File: src/hw/dmt_timer_regs.svh
// Purpose: offsets, field positions, reset values and counts of the 8-bit compare timer
// Assumes: Avalon-MM byte addresses, one 32-bit word per register
// Notes:   included by bare name
// Summary of operation
// - interval match raises irq, clears counter
// - interval mode ignores duty compare completely
// - output enable gives 50 percent square wave
// - interval period is N plus one ticks
// - counting starts within one count tick
// - interval match clears, toggles output, pulses irq
// - interval stop returns irq, output to idle
// - PWM cycle match: clear, irq, active, duty
// - PWM duty match: inactive, back to cycle
// - PWM period N+1, active width M+1
// - duty write applies at match after three ticks
// - PWM start masks first tick, output inactive
// - PWM stop returns irq idle, output inactive
// - carrier only on second instance, low/high widths
// - carrier output follows select and envelope bits
// - buffer bit writable, active bit read-only
// - active bit loads at second tick after pulse
// - run off holds counter at zero
// - idle level bit picks output default level
`ifndef DMT_TIMER_REGS_SVH
`define DMT_TIMER_REGS_SVH
`define DMT_OFF_MODE   5'h00
`define DMT_OFF_CYCLE  5'h04
`define DMT_OFF_DUTY   5'h08
`define DMT_OFF_CARR   5'h0C
`define DMT_OFF_STAT   5'h10
`define DMT_MD_INTERVAL 2'h0
`define DMT_MD_CARRIER  2'h1
`define DMT_MD_PWM      2'h2
`define DMT_CARR_RMC   2
`define DMT_CARR_NRZB  1
`define DMT_CARR_NRZ   0
`define DMT_STAT_PHASE 8
`define DMT_RST_BYTE   8'h00
`define DMT_CNT_CLEAR  8'h00
`define DMT_DUTY_SETTLE 2'h3
`define DMT_XFER_TICKS  2'h2
`define DMT_RDATA_ZERO 32'h0000_0000
`endif

File: src/hw/dmt_pkg.sv
// Purpose: types shared by the compare timer
// Assumes: nothing
// Notes:   mode register fields travel as one packed struct
`default_nettype none
package dmt_pkg;
  // mode control register, msb first as it sits in the word
  typedef struct packed {
    logic       run;   // count_run_enable
    logic [2:0] cks;   // count_clock_select
    logic [1:0] md;    // operating mode
    logic       lev;   // idle_output_level
    logic       toen;  // timer_output_enable
  } dmt_mode_s;
  // which compare register is armed
  typedef enum logic {PH_CYCLE, PH_DUTY} dmt_phase_e;
  typedef logic [7:0] dmt_byte_t;
endpackage
`default_nettype wire

File: src/hw/dmt_timer.sv
// Purpose: 8-bit up-counter with cycle and duty compare: interval, PWM and carrier modes
// Assumes: 40 MHz clk; count clock is clk divided by 2**count_clock_select
// Notes:   Avalon-MM slave, answers one cycle after a request is seen
`include "dmt_timer_regs.svh"
`default_nettype none
module dmt_timer
  import dmt_pkg::*;
#(
  parameter bit HAS_CARRIER = 1'b1  // set on the second instance only
) (
  input  wire logic        clk,
  input  wire logic        nrst,
  input  wire logic [4:0]  avs_address,
  input  wire logic        avs_read,
  input  wire logic        avs_write,
  input  wire logic [31:0] avs_writedata,
  input  wire logic [3:0]  avs_byteenable,
  output var  logic [31:0] avs_readdata,
  output var  logic        avs_waitrequest,
  input  wire logic        envelope_timer_event,
  output var  logic        timer_output,
  output var  logic        match_irq
);

  // reset release and pin synchroniser flops
  logic [1:0]  rst_s_r;       // reset release pair
  logic        rst_n;         // released reset copy
  logic [1:0]  ev_s_r;        // envelope event pin sync
  logic        ev_lvl;        // synchronised envelope level
  // software visible state, except the duty transfer flops
  dmt_mode_s   mode_r;        // mode_control_reg
  dmt_byte_t   cyc_r;         // cycle_compare / carrier_low_compare
  dmt_byte_t   duty_wr_r;     // duty_compare as written
  dmt_byte_t   duty_act_r;    // duty value the comparator uses
  logic        duty_pend_r;   // written value waiting for transfer
  logic [1:0]  duty_age_r;    // ticks since that write, saturating
  logic        rmc_r;         // remote_carrier_select
  logic        nrzb_r;        // envelope_buffer_bit
  logic        nrz_r;         // envelope_active_bit
  // counting core
  dmt_byte_t   pre_r;         // free-running prescaler
  dmt_byte_t   div_mask;      // prescaler bits that must be all ones
  logic        tick;          // one count clock edge
  dmt_byte_t   cnt_r;         // the 8-bit counter
  dmt_phase_e  phase_r;       // armed compare register
  logic        mask_r;        // swallow the first tick after a PWM start
  logic        mask_on;       // mask really applies, PWM only
  dmt_byte_t   cmp_val;       // value under comparison
  logic        hit;           // compare match on this tick
  logic        cyc_hit;       // match against the cycle register
  logic        duty_hit;      // match against the duty register
  logic        car_md;        // carrier mode really available
  logic        pwm_md;        // PWM mode
  logic        int_md;        // interval mode (also prohibited codes)
  logic        car_r;         // raw carrier square wave
  logic        out_r;         // timer_output flop
  logic        irq_r;         // match_irq flop
  logic        ev_q_r;        // envelope level seen at the last tick
  logic        env_pulse;     // envelope_sync_pulse
  logic [1:0]  xfer_r;        // ticks left before buffer-to-active copy
  // bus slave
  logic        wait_r;        // waitrequest flop
  logic [31:0] rdata_r;       // readdata flop
  logic        wr_go;         // write takes effect this edge
  logic        rd_go;         // read data captured this edge

  // reset enters asynchronously, leaves through two flops
  always_ff @(posedge clk or negedge nrst) begin
    if (!nrst) begin
      rst_s_r <= 2'h0;
    end else begin
      rst_s_r <= {rst_s_r[0], 1'b1};
    end
  end
  assign rst_n = rst_s_r[1];

  // envelope event comes from another timer block, treat it as a pin
  always_ff @(posedge clk or negedge rst_n) begin
    if (!rst_n) begin
      ev_s_r <= 2'h0;
    end else begin
      ev_s_r <= {ev_s_r[0], envelope_timer_event};
    end
  end
  assign ev_lvl = ev_s_r[1];

  // mode decode; carrier code falls back to interval on the first instance
  assign car_md = HAS_CARRIER && (mode_r.md == `DMT_MD_CARRIER);
  assign pwm_md = (mode_r.md == `DMT_MD_PWM);
  assign int_md = !car_md && !pwm_md;

  // bus handshake: one wait cycle, then a single acknowledged cycle
  always_ff @(posedge clk or negedge rst_n) begin
    if (!rst_n) begin
      wait_r <= 1'b1;
    end else if ((avs_read || avs_write) && wait_r) begin
      wait_r <= 1'b0;
    end else begin
      wait_r <= 1'b1;
    end
  end
  assign wr_go = avs_write && !wait_r && avs_byteenable[0];
  assign rd_go = avs_read && wait_r;

  // read mux, loaded on the same edge that waitrequest drops
  always_ff @(posedge clk or negedge rst_n) begin
    if (!rst_n) begin
      rdata_r <= `DMT_RDATA_ZERO;
    end else if (rd_go) begin
      case (avs_address)
        `DMT_OFF_MODE:  rdata_r <= {24'h000000, mode_r};
        `DMT_OFF_CYCLE: rdata_r <= {24'h000000, cyc_r};
        `DMT_OFF_DUTY:  rdata_r <= {24'h000000, duty_wr_r};
        // active bit is visible but never written
        `DMT_OFF_CARR:  rdata_r <= HAS_CARRIER ? {29'h00000000, rmc_r, nrzb_r, nrz_r} : `DMT_RDATA_ZERO;
        `DMT_OFF_STAT:  rdata_r <= {23'h000000, phase_r == PH_DUTY, cnt_r};
        default:        rdata_r <= `DMT_RDATA_ZERO; // unmapped reads zero
      endcase
    end
  end

  // mode and cycle registers; writes while running are accepted as is
  always_ff @(posedge clk or negedge rst_n) begin
    if (!rst_n) begin
      mode_r <= dmt_mode_s'(`DMT_RST_BYTE);
      cyc_r  <= `DMT_RST_BYTE;
    end else if (wr_go && avs_address == `DMT_OFF_MODE) begin
      mode_r <= dmt_mode_s'(avs_writedata[7:0]);
    end else if (wr_go && avs_address == `DMT_OFF_CYCLE) begin
      cyc_r <= avs_writedata[7:0];
    end
  end

  // carrier control; only the buffer and select bits are writable
  always_ff @(posedge clk or negedge rst_n) begin
    if (!rst_n) begin
      rmc_r  <= 1'b0;
      nrzb_r <= 1'b0;
    end else if (HAS_CARRIER && wr_go && avs_address == `DMT_OFF_CARR) begin
      rmc_r  <= avs_writedata[`DMT_CARR_RMC];
      nrzb_r <= avs_writedata[`DMT_CARR_NRZB];
    end
  end

  // count clock: a tick whenever the low prescaler bits are all ones
  always_ff @(posedge clk or negedge rst_n) begin
    if (!rst_n) begin
      pre_r <= `DMT_RST_BYTE;
    end else begin
      pre_r <= pre_r + 8'h01;
    end
  end
  assign div_mask = 8'((9'h001 << mode_r.cks) - 9'h001);
  assign tick     = (pre_r & div_mask) == div_mask;

  // comparator; interval mode never arms the duty register
  assign cmp_val  = (phase_r == PH_DUTY) ? duty_act_r : cyc_r;
  assign mask_on  = mask_r && pwm_md;
  assign hit      = mode_r.run && tick && !mask_on && (cnt_r == cmp_val);
  assign cyc_hit  = hit && (phase_r == PH_CYCLE);
  assign duty_hit = hit && (phase_r == PH_DUTY);

  // first-tick mask, armed whenever stopped: a mode word that selects PWM
  // and sets run in one write must still lose its first tick
  always_ff @(posedge clk or negedge rst_n) begin
    if (!rst_n) begin
      mask_r <= 1'b0;
    end else if (!mode_r.run) begin
      mask_r <= 1'b1;
    end else if (tick) begin
      mask_r <= 1'b0;
    end
  end

  // counter: held at zero while stopped, cleared on a clearing match
  always_ff @(posedge clk or negedge rst_n) begin
    if (!rst_n) begin
      cnt_r <= `DMT_CNT_CLEAR;
    end else if (!mode_r.run) begin
      cnt_r <= `DMT_CNT_CLEAR;
    end else if (tick && !mask_on) begin
      if (cyc_hit || (duty_hit && car_md)) begin
        cnt_r <= `DMT_CNT_CLEAR;
      end else begin
        cnt_r <= cnt_r + 8'h01; // duty hit in PWM keeps counting
      end
    end
  end

  // phase swaps on every match except in interval mode
  always_ff @(posedge clk or negedge rst_n) begin
    if (!rst_n) begin
      phase_r <= PH_CYCLE;
    end else if (!mode_r.run || int_md) begin
      phase_r <= PH_CYCLE;
    end else if (cyc_hit) begin
      phase_r <= PH_DUTY;
    end else if (duty_hit) begin
      phase_r <= PH_CYCLE;
    end
  end

  // match interrupt: one clk pulse on a tick; none on a PWM duty match
  always_ff @(posedge clk or negedge rst_n) begin
    if (!rst_n) begin
      irq_r <= 1'b0;
    end else begin
      irq_r <= cyc_hit || (duty_hit && car_md);
    end
  end

  // duty buffer: a write while running waits for a duty match, and only
  // transfers once three ticks have passed since the write
  always_ff @(posedge clk or negedge rst_n) begin
    if (!rst_n) begin
      duty_wr_r   <= `DMT_RST_BYTE;
      duty_act_r  <= `DMT_RST_BYTE;
      duty_pend_r <= 1'b0;
      duty_age_r  <= 2'h0;
    end else if (wr_go && avs_address == `DMT_OFF_DUTY) begin
      duty_wr_r <= avs_writedata[7:0];
      if (!mode_r.run) begin
        duty_act_r  <= avs_writedata[7:0]; // stopped: takes effect at once
        duty_pend_r <= 1'b0;
      end else begin
        duty_pend_r <= 1'b1;
        duty_age_r  <= 2'h0;
      end
    end else if (duty_hit && duty_pend_r && duty_age_r == `DMT_DUTY_SETTLE) begin
      duty_act_r  <= duty_wr_r;
      duty_pend_r <= 1'b0;
    end else if (tick && duty_pend_r && duty_age_r != `DMT_DUTY_SETTLE) begin
      duty_age_r <= duty_age_r + 2'h1;
    end
  end

  // raw carrier: low for low-width compare, high for high-width compare
  always_ff @(posedge clk or negedge rst_n) begin
    if (!rst_n) begin
      car_r <= 1'b0;
    end else if (!mode_r.run || !car_md) begin
      car_r <= 1'b0;
    end else if (hit) begin
      car_r <= !car_r;
    end
  end

  // envelope event resampled on count ticks gives the sync pulse
  always_ff @(posedge clk or negedge rst_n) begin
    if (!rst_n) begin
      ev_q_r <= 1'b0;
    end else if (tick) begin
      ev_q_r <= ev_lvl;
    end
  end
  assign env_pulse = car_md && tick && ev_lvl && !ev_q_r;

  // buffer-to-active copy lands on the second tick after the pulse
  always_ff @(posedge clk or negedge rst_n) begin
    if (!rst_n) begin
      xfer_r <= 2'h0;
      nrz_r  <= 1'b0;
    end else if (!car_md) begin
      xfer_r <= 2'h0;
    end else if (env_pulse) begin
      xfer_r <= `DMT_XFER_TICKS;
    end else if (tick && xfer_r != 2'h0) begin
      xfer_r <= xfer_r - 2'h1;
      if (xfer_r == 2'h1) begin
        nrz_r <= nrzb_r;
      end
    end
  end

  // output pin: idle level when disabled, or when stopped outside carrier mode
  always_ff @(posedge clk or negedge rst_n) begin
    if (!rst_n) begin
      out_r <= 1'b0;
    end else if (!mode_r.toen) begin
      out_r <= mode_r.lev;
    end else if (car_md) begin
      // envelope gates the carrier; select 0 sends a plain high
      out_r <= nrz_r && (!rmc_r || car_r);
    end else if (!mode_r.run) begin
      out_r <= mode_r.lev;
    end else if (pwm_md && cyc_hit) begin
      out_r <= !mode_r.lev;
    end else if (pwm_md && duty_hit) begin
      out_r <= mode_r.lev;
    end else if (int_md && hit) begin
      out_r <= !out_r;
    end
  end

  assign avs_readdata    = rdata_r;
  assign avs_waitrequest = wait_r;
  assign timer_output    = out_r;
  assign match_irq       = irq_r;
endmodule
`default_nettype wire

File: config.mk
export PLATFORM = sky130hd
export DESIGN_NAME = dmt_timer
export DESIGN_NICKNAME = d
export VERILOG_FILES = /design/src/hw/dmt_pkg.sv /design/src/hw/dmt_timer.sv
export VERILOG_INCLUDE_DIRS = /design/src /design/src/hw
export SDC_FILE = /design/constraint.sdc
export NUM_CORES = 1
export LEC_CHECK = 0
export ABC_AREA = 1
export BUFFER_PORTS_ARGS = -buffer_cell sky130_fd_sc_hd__buf_4
export CAP_MARGIN = 5
export CORE_MARGIN = 4
export CORE_UTILIZATION = 30
export DETAILED_ROUTE_END_ITERATION = 7
export GPL_TIMING_DRIVEN = 0
export PLACE_DENSITY_LB_ADDON = 0.25
export SLEW_MARGIN = 5
export SYNTH_ARGS = -nofsm -noshare
export SYNTH_HDL_FRONTEND = slang
export SYNTH_SLANG_ARGS = --single-unit
File: constraint.sdc
create_clock -name clk -period 2.6 [get_ports clk]
set_clock_uncertainty 0.15 [all_clocks]
set_input_delay 0.26 -clock clk [delete_from_list [all_inputs] [get_ports clk]]
set_output_delay 0.26 -clock clk [all_outputs]
set_load 0.03 [all_outputs]
==> metrics <==
Ports 81; initial antenna violation count 0; GP Congestion approximately 0.86; sequential area share after synthesis a little under half; Starting Density 31.2%; Sw Pwr roughly 0.82 mW; Tot Pwr 2.88 mW; worst reg2reg startpoint mode_r[5]$_DFFE_PN0P_; Reg-to-Reg End duty_act_r[6]$_DFFE_PN0P_; clock root cell clkbuf_16; remaining antenna violation count 0; first-pass GRT wire length 16100 um; # clock sinks 75; largest net degree at the start of global routing between 50 and 60; Switching Share approximately 29%; Post-Synth XOR/XNOR Area under 10%; Mapped Cells approximately 500; Critical path origin mode_r[5]$_DFFE_PN0P_; Buffers on Ports 30; synth warn 0; share of power burned in registers about 45%; Startpoint Class flip-flop; Fin. Hold Viols 0; min Tclk post-route approximately 2400 ps; H-Tree Depth 3; multiplexer share of the synthesized area 0%; R2R setup slack between 200 and 250 ps; row cnt slightly above 40; commonest non-fill, non-tap cell in the layout nand2_1; synthesized area between 4000 and 5000 um^2; n_diodes 0; worst reg2reg path depth 16; required time worst endpoint about 2700 ps; clk_lat worst skew roughly 340 ps; post-synthesis average cell area around 8 um^2; Pins Over Slew Limit 0; Worst Path Max Fanout 10; number of setup violations in the final report 0; vias in the first global route 3190; full die area around 15000 um^2; Setup WS pre-CTS roughly 110 ps; Post-CTS Setup Bufs 0; largest family of logic cells by synthesized area simple AND/OR/NAND/NOR gates; Tot GR Track Use roughly 14%; Die Height roughly 120 um; fraction of layout cells with a size suffix above 1 between 15 and 20%; Setup Crit Path Kind flip-flop to flip-flop; TritonRoute pass-1 iters 4; LEAKAGE 2.44 nW; layout net count around 620; FMAX between 400 and 500 MHz; DRT iter0 DRCs between 150 and 200; commonest cells after routing, fill and taps aside nand2_1, dfrtp_1, inv_1; Worst Hold Class flip-flop to asynchronous set/reset pin; #FFs+latches synth between 70 and 80; Synth Area in Adders 2.18%; PwrDens slightly below 600 nW/um^2; Critical Path End duty_act_r[6]$_DFFE_PN0P_; Worst Setup End Kind flip-flop; dpl hpwl between 7000 and 8000 um; area delta synth->final 21.8%; Cell Int Power approximately 2 mW; Final WS setup between 200 and 250 ps; DR vias/cell 4.45; Avg WL per Cell about 13 um; part of the cycle the worst path needs 90.6%; TritonCTS clock tree built; clock-pin slew on the worst setup and hold paths around 60 ps; # DRC 0; GRT overflow 0; CTS Buffer Depth 2; status completed; Compound-Gate Fraction of Synth Area 11.2%; actual slew at the worst max-slew pin 932 ps; clock share of power ~40%; core area between 10000 and 15000 um^2; VDD IR max 263 uV; Cell variety after synth 36; Combinational Power Share around 15%; final WL a little under 10000 um; via count 3327; RSZ-0062 raised after global routing no; Synth Area in Simple Gates roughly a quarter; Die X about 120 um; CP arrival approximately 2400 ps; CTS Buf Count 9; Slew HR between 30% and 40%; max cap viols 0; hold_ws 83.9 ps
[routing by layer]
metal | routed length (um) | global-route usage [%] | up-vias
met1 | 4630 | 19.0 | 1539
met3 | 462 | 2.32 | 17
li1 | - | - | 1695
met4 | 212 | 5.26 | 0
met2 | 4490 | 21.5 | 76
met5 | 0 | 0 | -
[synth_stat cells (all sizes together)]
| master | n | area, um^2 |
|---|---|---|
| ha | 7 | 87.6 |
| nand3 | 25 | 125 |
| dfrtp | 74 | 1850 |
| o21ai | 38 | 224 |
| o21bai | 1 | 7.51 |
| a31oi | 1 | 6.26 |
| buf | 27 | 204 |
| a21oi | 6 | 30.0 |
| nand4 | 3 | 18.8 |
| o2111ai | 6 | 52.6 |
| inv | 63 | 236 |
| conb | 2 | 7.51 |
| nor3 | 11 | 60.1 |
| o22ai | 6 | 37.5 |
| xor2 | 10 | 87.6 |
| o21a | 8 | 60.1 |
| nor2 | 28 | 120 |
| nand2 | 172 | 668 |
| o211ai | 1 | 7.51 |
| clkbuf | 8 | 40.0 |
| nor4 | 2 | 18.8 |
| dfstp | 1 | 26.3 |
| xnor2 | 1 | 8.76 |
| a221oi | 2 | 17.5 |
| o31ai | 1 | 7.51 |
[registers in the layout (all words and copies together) (netlist names), 7 cells and up]
name / cells
pre_r: 7
avs_readdata: 9
cnt_r: 8
cyc_r: 8
duty_act_r: 8
duty_wr_r: 8
mode_r: 8
[how the worst min path moves through the flow]
| stage | slack [ps] | to | depth (start not counted) |
|---|---|---|---|
| 4_1_cts | 80 | rst_s_r[1]$_DFF_PN0_ | 2 |
| 2_1_floorplan | -190 | rst_s_r[0]$_DFF_PN0_ | 0 |
| 3_3_place_gp | -110 | rst_s_r[1]$_DFF_PN0_ | 1 |
| 6_report | 80 | pre_r[1]$_DFF_PN0_ | 0 |
| 3_5_place_dp | -110 | rst_s_r[0]$_DFF_PN0_ | 1 |
| 5_1_grt | 100 | rst_s_r[1]$_DFF_PN0_ | 2 |
[critical path: stages (launching register included)]
cell,delay (ps)
dfrtp_1,350
buf_2,170
nor2_1,150
nand2_1,80
nand2_1,90
nand2_1,50
nor2_1,120
nand3_2,130
nor2_4,120
nand2_2,80
nor2_4,130
nand2_2,70
o21ai_2,120
nand2_2,130
buf_6,190
nand2_2,60
o21ai_2,50
[final cells by class]
cell class	instances	area (um^2)
Buffer	34	240
Clock buffer	12	246
Clock inverter	4	26.3
Fill cell	1362	7990
Inverter	63	236
Multi-Input combinational cell	353	1750
Sequential cell	75	1880
Tap cell	172	215
Timing Repair Buffer	35	293
[what timing repair did]
| item | in CTS | in global routing |
|---|---|---|
| hold endpoints to repair | 4 | 0 |
| gates resized for setup | 0 | 2 |
| hold buffers | 4 | 0 |
| setup endpoints to repair | 0 | 10 |
[cells by family after synthesis]
logic type	Yosys count
AND/OR/NAND/NOR	241
XOR/XNOR	11
other	2
AO/OA/AOI/OAI	70
buffers and inverters	98
flip-flops	75
adder cells (fa/ha/maj)	7
[per-stage QoR]
stage	area (um^2)	TNS [ps]	util (%)	cells
final	4880	0	37.9	748
after floorplan	4090	0	-	526
after detailed placement	4570	0	35.5	729
after global routing	4880	0	37.9	748
after CTS	4880	0	37.9	749
after global placement	4530	-48030	35.2	728
[power groups by stage]
stage	combinational, mW	clock [mW]	sequential, mW
finish	0.431	1.16	1.29
global route	0.485	1.23	1.30
CTS	0.434	1.17	1.29
detailed placement	0.425	0	1.31
global placement	0.397	0	1.32
floorplan	0.278	0	1.32
No activity file was read; power rests on OpenSTA's default activity.
